**config.mk**
```make
export PLATFORM = sky130hd
export DESIGN_NAME = switchgear_object_control
export DESIGN_NICKNAME = d
export VERILOG_FILES = /design/src/logic/switchgear_pkg.sv /design/src/logic/switchgear_object_control.sv
export SDC_FILE = /design/constraint.sdc
export NUM_CORES = 1
export LEC_CHECK = 0
export BUFFER_PORTS_ARGS = -buffer_cell sky130_fd_sc_hd__buf_2
export CAP_MARGIN = 25
export CORE_MARGIN = 1.5
export CORE_UTILIZATION = 64
export CTS_BUF_LIST = sky130_fd_sc_hd__clkbuf_8
export CTS_CLUSTER_SIZE = 20
export DETAILED_ROUTE_END_ITERATION = 16
export PLACE_DENSITY = 0.9
export REMOVE_ABC_BUFFERS = 1
export SLEW_MARGIN = 10
export SYNTH_ARGS = -nofsm -noshare
export SYNTH_HDL_FRONTEND = slang
export SYNTH_SLANG_ARGS = --single-unit
export TNS_END_PERCENT = 50
```
**constraint.sdc**
```tcl
create_clock -name clk -period 5.1 [get_ports clk]
set_input_delay 1.02 -clock clk [delete_from_list [all_inputs] [get_ports clk]]
set_output_delay 1.02 -clock clk [all_outputs]
set_load 0.05 [all_outputs]
```
**src/logic/switchgear_pkg.sv**
```systemverilog
// Constants, types and layouts for the switchgear object control block
// Notes on behaviour
// Separate 32-bit failed open and close counters
// Clear action zeroes counters, then self-returns
// Withdrawable breaker: cart, position, checks, interlocks
// Plain breaker: position, control, checks, interlocks
// Line disconnector controls; earthing one only indicates
// Open input high means open, close closed
// Cart-in high inserted, cart-out high withdrawn
// Apparatus drives ready only when spring charged
// Sync source drives permission only when permitted
// Open and close use separate command pulses
// Both inputs after traverse time report bad
// Neither input after traverse time reports intermediate
// Close pulse bounded, ends early on change
// Open pulse bounded, ends early on change
// Shared timeout raises error, abandons operation
// Final trip pulse length; zero means continuous
// No final trip while reclosure still expected
// Panel control needs configured access level
// Requests from local, remote and application sources
// Same intermediate and bad encoding for cart
// Synchrocheck enabled gates close on permission
// Readiness enabled gates close on polarity
// Refused or timed-out request bumps fail counter
package switchgear_pkg;

   // ----------------------------------------
   // Timing
   // ----------------------------------------
   localparam int CLK_PERIOD_NS = 4;
   localparam int STEP_NS = 20_000_000;  // Setting step, 0.02 s
   localparam int STEP_CYCLES = STEP_NS / CLK_PERIOD_NS;
   localparam int TRAV_DEF_MS = 200;
   localparam int PULSE_DEF_MS = 200;
   localparam int TOUT_DEF_MS = 10_000;
   localparam int FTRIP_DEF_MS = 200;
   localparam logic [15:0] TRAV_RST = 16'(TRAV_DEF_MS * 1000 / 20_000);
   localparam logic [15:0] PULSE_RST = 16'(PULSE_DEF_MS * 1000 / 20_000);
   localparam logic [15:0] TOUT_RST = 16'(TOUT_DEF_MS * 1000 / 20_000);
   localparam logic [15:0] FTRIP_RST = 16'(FTRIP_DEF_MS * 1000 / 20_000);

   // ----------------------------------------
   // Register word addresses
   // ----------------------------------------
   localparam logic [3:0] ADR_CTRL = 4'h0;
   localparam logic [3:0] ADR_TRAV = 4'h1;
   localparam logic [3:0] ADR_CPUL = 4'h2;
   localparam logic [3:0] ADR_OPUL = 4'h3;
   localparam logic [3:0] ADR_TOUT = 4'h4;
   localparam logic [3:0] ADR_FTRIP = 4'h5;
   localparam logic [3:0] ADR_STAT = 4'h6;
   localparam logic [3:0] ADR_OFAIL = 4'h7;
   localparam logic [3:0] ADR_CFAIL = 4'h8;
   localparam logic [3:0] ADR_CLEAR = 4'h9;

   // ----------------------------------------
   // Types
   // ----------------------------------------
   typedef enum logic [1:0] {KIND_WD, KIND_CB, KIND_LINE, KIND_EARTH}
      obj_kind_type;
   // Cart reuses this: open code = withdrawn, closed code = inserted
   typedef enum logic [1:0] {POS_INTER, POS_OPEN, POS_CLOSED, POS_BAD}
      pos_type;
   typedef enum logic [1:0] {RDY_OFF, RDY_HIGH, RDY_LOW, RDY_RSVD}
      rdy_mode_type;
   typedef struct packed {
      logic ft_release;   // Write 1: end a continuous final trip
      logic [1:0] level;  // Panel access level needed
      logic [2:0] src_en; // app, remote, local
      rdy_mode_type rdy;
      logic sync_en;
      obj_kind_type kind;
   } ctrl_type;
   localparam logic [10:0] CTRL_RST = 11'h02E1;
   typedef struct packed {
      logic sync_ok;
      logic ready_ok;
      logic open_allowed;
      logic close_allowed;
      logic busy;
      logic final_trip;
      logic close_cmd;
      logic open_cmd;
      logic cart_used;
      pos_type cart;
      pos_type brk;
   } status_type;
   typedef struct packed {
      logic open_req;
      logic close_req;
   } req_type;
   typedef struct packed {
      logic open_st;
      logic closed_st;
      logic cart_in;
      logic cart_out;
      logic ready;
      logic sync_ok;
   } field_type;

endpackage

```
**src/logic/switchgear_object_control.sv**
```systemverilog
// Control and supervision of one switchgear object
//
// Chosen here: the register addresses and the address-and-strobe port.
`timescale 1ns/10ps
module switchgear_object_control
   import switchgear_pkg::*;
#(
   parameter int TICK_CYCLES = STEP_CYCLES,
   parameter int CNT_W = 32
)(
   input wire logic clk,
   input wire logic reset_n,
   input wire logic ce,
   input wire logic [3:0] addr,
   input wire logic [31:0] wdata,
   input wire logic wr,
   input wire logic rd,
   output logic [31:0] rdata,
   input wire field_type field_in,
   input wire req_type local_req,
   input wire req_type remote_req,
   input wire req_type app_req,
   input wire req_type panel_req,
   input wire logic [1:0] panel_level,
   input wire req_type interlock,
   input wire logic trip_done,
   input wire logic reclose_expected,
   output logic open_cmd,
   output logic close_cmd,
   output logic final_trip,
   output logic ctrl_error
);

   // ----------------------------------------
   // Declarations
   // ----------------------------------------
   typedef enum logic [1:0] {ST_IDLE, ST_OPEN, ST_CLOSE} state_type;
   state_type st_r;         // Control sequencer
   logic [31:0] pre_r;      // Step prescaler
   ctrl_type ctrl_r;        // Mode and source settings
   logic [15:0] trav_r;     // Traverse time in steps
   logic [15:0] cpul_r;     // Close pulse limit
   logic [15:0] opul_r;     // Open pulse limit
   logic [15:0] tout_r;     // Termination timeout
   logic [15:0] ftl_r;      // Final trip length
   logic [15:0] trav_cnt_r; // Time in no-end position
   logic [15:0] pul_cnt_r;  // Command pulse age
   logic [15:0] tout_cnt_r; // Operation age
   logic [15:0] ft_cnt_r;   // Final trip age
   logic [CNT_W-1:0] ofail_r;
   logic [CNT_W-1:0] cfail_r;
   logic clear_r;           // Clear action in progress
   pos_type brk_r;          // Reported breaker position
   pos_type cart_r;         // Reported cart position
   logic open_cmd_r;
   logic close_cmd_r;
   logic ft_r;
   logic err_r;
   logic [31:0] rdata_r;

   // ----------------------------------------
   // Decoding
   // ----------------------------------------
   wire tick = ce && (pre_r == 32'(TICK_CYCLES - 1));
   wire wr_en = ce && wr;
   wire wr_ctrl = wr_en && (addr == ADR_CTRL);
   wire wr_clear = wr_en && (addr == ADR_CLEAR);
   wire ctrl_type wctrl = ctrl_type'(wdata[10:0]);
   wire obj_kind_type kind = ctrl_r.kind;
   wire is_brk = (kind == KIND_WD) || (kind == KIND_CB);
   wire can_cmd = (kind != KIND_EARTH);
   // Status inputs map directly onto the position codes
   wire pos_type raw_brk = pos_type'({field_in.closed_st,
                                      field_in.open_st});
   wire pos_type raw_cart = pos_type'({field_in.cart_in,
                                       field_in.cart_out});
   wire brk_end = (raw_brk == POS_OPEN) || (raw_brk == POS_CLOSED);
   // Request sources: local, remote and app each enabled by its own select bit, panel by access level
   wire panel_ok = (panel_level >= ctrl_r.level);
   wire want_open = (ctrl_r.src_en[0] && local_req.open_req) ||
                    (ctrl_r.src_en[1] && remote_req.open_req) ||
                    (ctrl_r.src_en[2] && app_req.open_req) ||
                    (panel_ok && panel_req.open_req);
   wire want_close = (ctrl_r.src_en[0] && local_req.close_req) ||
                     (ctrl_r.src_en[1] && remote_req.close_req) ||
                     (ctrl_r.src_en[2] && app_req.close_req) ||
                     (panel_ok && panel_req.close_req);
   // Close permissives apply to breaker kinds only
   wire sync_ok = !ctrl_r.sync_en || field_in.sync_ok;
   wire ready_ok = (ctrl_r.rdy == RDY_HIGH) ? field_in.ready :
                   (ctrl_r.rdy == RDY_LOW) ? !field_in.ready :
                   1'b1;
   wire open_ok = can_cmd && !(is_brk && interlock.open_req);
   wire close_ok = can_cmd && (!is_brk || (sync_ok && ready_ok &&
                   !interlock.close_req));
   // Open wins when both requests arrive together
   wire idle = (st_r == ST_IDLE);
   wire start_o = idle && want_open && open_ok;
   wire start_c = idle && !want_open && want_close && close_ok;
   wire refuse_o = idle && want_open && !open_ok;
   wire refuse_c = idle && !want_open && want_close && !close_ok;
   wire busy = !idle;
   wire reached = (st_r == ST_OPEN) ? (raw_brk == POS_OPEN) :
                  (raw_brk == POS_CLOSED);
   wire [15:0] pul_lim = (st_r == ST_OPEN) ? opul_r : cpul_r;
   wire pul_end = tick && ((pul_cnt_r + 16'd1) >= pul_lim);
   wire expire = busy && !reached && tick &&
                 ((tout_cnt_r + 16'd1) >= tout_r);
   wire fail_o = refuse_o || (expire && st_r == ST_OPEN);
   wire fail_c = refuse_c || (expire && st_r == ST_CLOSE);
   wire ft_start = trip_done && !reclose_expected;
   wire ft_end = (ftl_r == 16'h0000) ?
                 (wr_ctrl && wctrl.ft_release) :
                 (tick && ((ft_cnt_r + 16'd1) >= ftl_r));
   wire [CNT_W-1:0] ofail_nxt =
      (clear_r ? '0 : ofail_r) + CNT_W'(fail_o);
   wire [CNT_W-1:0] cfail_nxt =
      (clear_r ? '0 : cfail_r) + CNT_W'(fail_c);
   wire status_type stat = '{sync_ok: sync_ok, ready_ok: ready_ok,
      open_allowed: open_ok, close_allowed: close_ok, busy: busy,
      final_trip: ft_r, close_cmd: close_cmd_r, open_cmd: open_cmd_r,
      cart_used: kind == KIND_WD, cart: cart_r, brk: brk_r};
   wire [31:0] rd_val =
      (addr == ADR_CTRL) ? {21'h0, 1'b0, ctrl_r[9:0]} :
      (addr == ADR_TRAV) ? {16'h0000, trav_r} :
      (addr == ADR_CPUL) ? {16'h0000, cpul_r} :
      (addr == ADR_OPUL) ? {16'h0000, opul_r} :
      (addr == ADR_TOUT) ? {16'h0000, tout_r} :
      (addr == ADR_FTRIP) ? {16'h0000, ftl_r} :
      (addr == ADR_STAT) ? {19'h0, stat} :
      (addr == ADR_OFAIL) ? 32'(ofail_r) :
      (addr == ADR_CFAIL) ? 32'(cfail_r) :
      (addr == ADR_CLEAR) ? {31'h0, clear_r} : 32'h0000_0000;

   // ----------------------------------------
   // Time base
   // ----------------------------------------
   // Steps of 0.02 s drive every timer
   always_ff @(posedge clk or negedge reset_n) begin
      if (!reset_n) begin
         pre_r <= '0;
      end else if (ce) begin
         pre_r <= tick ? '0 : pre_r + 32'd1;
      end
   end

   // ----------------------------------------
   // Register file
   // ----------------------------------------
   // Settings writes; read data stands one cycle
   always_ff @(posedge clk or negedge reset_n) begin
      if (!reset_n) begin
         ctrl_r <= ctrl_type'(CTRL_RST);
         trav_r <= TRAV_RST;
         cpul_r <= PULSE_RST;
         opul_r <= PULSE_RST;
         tout_r <= TOUT_RST;
         ftl_r <= FTRIP_RST;
         rdata_r <= '0;
      end else if (ce) begin
         if (wr_ctrl) begin
            ctrl_r <= {1'b0, wctrl[9:0]};
         end
         if (wr_en && addr == ADR_TRAV) trav_r <= wdata[15:0];
         if (wr_en && addr == ADR_CPUL) cpul_r <= wdata[15:0];
         if (wr_en && addr == ADR_OPUL) opul_r <= wdata[15:0];
         if (wr_en && addr == ADR_TOUT) tout_r <= wdata[15:0];
         if (wr_en && addr == ADR_FTRIP) ftl_r <= wdata[15:0];
         rdata_r <= rd ? rd_val : '0;
      end
   end

   // Clear action lasts one cycle then returns to idle
   always_ff @(posedge clk or negedge reset_n) begin
      if (!reset_n) begin
         clear_r <= 1'b0;
         ofail_r <= '0;
         cfail_r <= '0;
      end else if (ce) begin
         clear_r <= wr_clear && wdata[0];
         ofail_r <= ofail_nxt;
         cfail_r <= cfail_nxt;
      end
   end

   // ----------------------------------------
   // Position supervision
   // ----------------------------------------
   // End positions show at once; other breaker positions wait the traverse time
   always_ff @(posedge clk or negedge reset_n) begin
      if (!reset_n) begin
         trav_cnt_r <= '0;
         brk_r <= POS_INTER;
         cart_r <= POS_INTER;
      end else if (ce) begin
         cart_r <= (kind == KIND_WD) ? raw_cart : POS_INTER;
         if (brk_end) begin
            trav_cnt_r <= '0;
            brk_r <= raw_brk;
         end else begin
            if (trav_cnt_r >= trav_r) begin
               brk_r <= raw_brk;
            end else if (tick) begin
               trav_cnt_r <= trav_cnt_r + 16'd1;
            end
         end
      end
   end

   // ----------------------------------------
   // Control sequencer
   // ----------------------------------------
   // Pulse stops at limit, arrival or timeout; operation waits for arrival or timeout
   always_ff @(posedge clk or negedge reset_n) begin
      if (!reset_n) begin
         st_r <= ST_IDLE;
         open_cmd_r <= 1'b0;
         close_cmd_r <= 1'b0;
         pul_cnt_r <= '0;
         tout_cnt_r <= '0;
         err_r <= 1'b0;
      end else if (ce) begin
         err_r <= expire;
         unique case (st_r)
            ST_IDLE: begin
               pul_cnt_r <= '0;
               tout_cnt_r <= '0;
               if (start_o) begin
                  st_r <= ST_OPEN;
                  open_cmd_r <= 1'b1;
               end else if (start_c) begin
                  st_r <= ST_CLOSE;
                  close_cmd_r <= 1'b1;
               end
            end
            ST_OPEN, ST_CLOSE: begin
               if (tick) begin
                  pul_cnt_r <= pul_cnt_r + 16'd1;
                  tout_cnt_r <= tout_cnt_r + 16'd1;
               end
               if (reached || expire) begin
                  st_r <= ST_IDLE;
               end
               if (reached || pul_end || expire) begin
                  open_cmd_r <= 1'b0;
                  close_cmd_r <= 1'b0;
               end
            end
         endcase
      end
   end

   // ----------------------------------------
   // Final trip
   // ----------------------------------------
   // Set wins over the end of a running signal
   always_ff @(posedge clk or negedge reset_n) begin
      if (!reset_n) begin
         ft_r <= 1'b0;
         ft_cnt_r <= '0;
      end else if (ce) begin
         if (ft_start) begin
            ft_r <= 1'b1;
            ft_cnt_r <= '0;
         end else if (ft_r && ft_end) begin
            ft_r <= 1'b0;
         end else if (ft_r && tick) begin
            ft_cnt_r <= ft_cnt_r + 16'd1;
         end
      end
   end

   assign rdata = rdata_r;
   assign open_cmd = open_cmd_r;
   assign close_cmd = close_cmd_r;
   assign final_trip = ft_r;
   assign ctrl_error = err_r;
endmodule // switchgear_object_control

```
==> results.json <==
{
  "place_hpwl_um": 31000,
  "synthCells": 1654,
  "synth_seq_area_share_pct": 45.7,
  "grt_start_max_net_pins": 111,
  "hold_buffers": 0,
  "final_cell_mix": "dfrtp_1, nand2_1, o21ai_0",
  "peakVddDrop_v": 0.000253,
  "grt_antenna_before_repair": 0,
  "dieWidth_um": 162,
  "p_leak_uw": 0.00837,
  "first_pass_iters": 8,
  "drive_gt1_share_pct": 17.3,
  "synth_enable_flop_cells": 0,
  "fin_cells": 2111,
  "cts_root_buf": "clkbuf_8",
  "drc": 0,
  "cap_violations": 0,
  "utilization_pct": 73.7,
  "finalPower_uw": 6270,
  "synth-seq-cells": 293,
  "grt_pass1_vias": 13600,
  "dieHeight_um": 162,
  "clkTransAtPathRegs_ns": 0.07,
  "setup_violations": 0,
  "grt_pass1_wl_um": 71500,
  "die_area_mm2": 0.0261,
  "hold_violations": 0,
  "track_usage_pct": 34.7,
  "initial_core_util_pct": 65.6,
  "place.gp.congestion": 0.956,
  "drt-vias-per-instance": 6.58,
  "arrival_ns": 5.38,
  "slowest_stage": "dfrtp_2",
  "critPathMostFrequentCell": "and3_1",
  "crit_path_start_kind": "flop",
  "layout_commonest_cell": "dfrtp_1",
  "tightest_slew_ns": 0.950,
  "ys.warnings.count": 0,
  "cp-end-kind": "flop",
  "syn2layout_area_growth_pct": 12.3,
  "vias": 13900,
  "period_share_pct": 95.8,
  "routed_wl_um": 45100,
  "htreeDepth": 2,
  "cts_tree": "built",
  "synthesis.area_mm2": 0.0161,
  "cp_max_fo": 6,
  "nFillCells": 1584,
  "crit_required_ns": 5.59,
  "fp-row-count": 57,
  "clk-insertion-delay-late_ns": 0.59,
  "cts_max_path_buffers": 3,
  "syn_avg_cell_area_um2": 9.73,
  "synth.distinct_cells": 71,
  "async_flop_share_pct": 100,
  "io_buffers": 80,
  "fmax_ghz": 0.205,
  "avgRoutedWirePerCell_um": 21.4,
  "ios": 97,
  "clock-skew-final_ns": 0.0288,
  "place_inst": 2015,
  "slew_headroom_pct": 36.5,
  "hold_class": "in -> async",
  "critPathMaxStageDelay_ns": 0.44,
  "status": "finished clean",
  "final_nets": 1886,
  "drv_slew": 0,
  "core_area_mm2": 0.0245,
  "p_per_area_mw_per_mm2": 347,
  "post-route-min-period_ns": 4.89,
  "synth_flop_cell": "dfrtp_1",
  "path_class": "reg -> reg",
  "drt_iter0_drc": 1935,
  "grt_overflow": 0,
  "cts_buffers": 49,
  "clkSinkCount": 293,
  "ant_nets": 0
}
-- logic make-up (layout without fill, tap and decap cells) --
logic type                 count (synthesis)  count (layout)  share of synthesized area [%]
muxes                                     76              76                           5.13
and+or+nand+nor                          568             568                           17.3
adders and majority gates                 80              80                           6.22
other                                      0               1                              0
xor gates and xnor gates                 116             116                           6.31
AOI/OAI and AO/OA                        372             372                           15.7
DFF                                      293             293                           45.7
buffers and inverters                    149             281                           3.61
-- area by class of cell --
cell class	count	area [um^2]	share of cell area [%]
Clock inverter	22	150	0.831
Clock buffer	70	963	5.33
Inverter	81	304	1.68
Multi-Input combinational cell	1212	8240	45.6
Antenna cell	1	2.50	0.0138
Timing Repair Buffer	108	653	3.61
Sequential cell	293	7360	40.7
Tap cell	324	405	2.24
-- worst paths after layout --
| check | startpoint | end | slack, ns | cells after the start |
|---|---|---|---|---|
| max in group asynchronous | reset_n | pre_r[2] | 3.60 | 2 |
| setup / recovery | tout_cnt_r[0] | cfail_r[30] | 0.21 | 25 |
| min in group clk | pre_r[31] | pre_r[31] | 0.48 | 1 |
| setup reg to reg | tout_cnt_r[0] | cfail_r[30] | 0.21 | 25 |
| hold / removal | reset_n | ft_cnt_r[5] | 0.47 | 1 |
| hold reg to reg | pre_r[31] | pre_r[31] | 0.48 | 1 |
-- synthesized netlist by cell type, drive strengths merged, types with 3 or more instances --
master	number	area share [%]
dfrtp	274	43
nand2	220	5.1
o21ai	143	4.4
nor2	89	2.1
inv	81	1.9
ha	80	6.2
nand3	69	2.1
xnor2	58	3.2
xor2	58	3.2
clkbuf	56	1.3
mux2	52	3.6
a22oi	42	2.0
a21oi	36	1.1
a22o	34	1.9
and3	34	1.3
o2bb2ai	30	1.6
nand4	25	1.0
mux2i	24	1.5
nand2b	23	0.89
nor2b	21	0.82
dfstp	19	3.1
nor3	19	0.93
nor4	14	0.54
or2	14	0.54
buf	12	0.42
a222oi	11	0.68
a21o	9	0.42
and2	9	0.35
or3	9	0.35
a221oi	8	0.44
a211oi	7	0.36
o211ai	7	0.33
a31oi	5	0.19
a32o	5	0.31
o2111ai	5	0.38
o21a	5	0.23
and4	4	0.22
nor3b	4	0.19
or4	4	0.21
a2111oi	3	0.16
and4b	3	0.19
o311ai	3	0.16
o41ai	3	0.16
-- worst max-delay path, delay by kind of cell, from the launching register on --
family          cells  cell delay [ns]
compound gates      4             0.62
xor+xnor            2             0.29
fa+ha+maj           3             0.68
buf+inv             1             0.16
flops               1             0.44
simple gates       15             2.60
-- per-layer routing --
metal  part of all wire, %  track usage, %  up-vias
met5                     0               0        -
met4                   5.5            17.6        0
met1                    38            45.6     6702
li1                      -               -     6106
met2                    45            53.1      860
met3                    11            9.45      215
-- state kept, by name, indices dropped and copies added (netlist names), 32 cells and up --
name and count:
ofail_r 32, pre_r 32, rdata 32, cfail_r 32
-- stage by stage --
stage / worst slack (ns) / instance area, um^2 / TNS, ns / hold WS [ns]
2_1_floorplan: 0.706 / 15800 / 0 / 0.446
3_3_place_gp: 0.310 / 16900 / 0 / 0.461
3_5_place_dp: 0.187 / 16900 / 0 / 0.468
4_1_cts: 0.0273 / 18000 / 0 / 0.481
5_1_grt: -0.0583 / 18100 / -0.106 / 0.495
6_report: 0.213 / 18100 / 0 / 0.471
-- power by group --
part / internal (uW) / total (uW) / switching [uW] / leakage (uW)
clock: 1320 / 2320 / 1000 / 0.000619
sequential: 2590 / 2830 / 239 / 0.00382
combinational: 399 / 1120 / 722 / 0.00392
-- repair_timing --
action,4_1_cts,5_1_grt
setup endpoints to repair,0,22
hold endpoints to repair,0,0
gates resized for setup,0,21
buffers inserted,0,1
(Power assumes the default switching activity.)
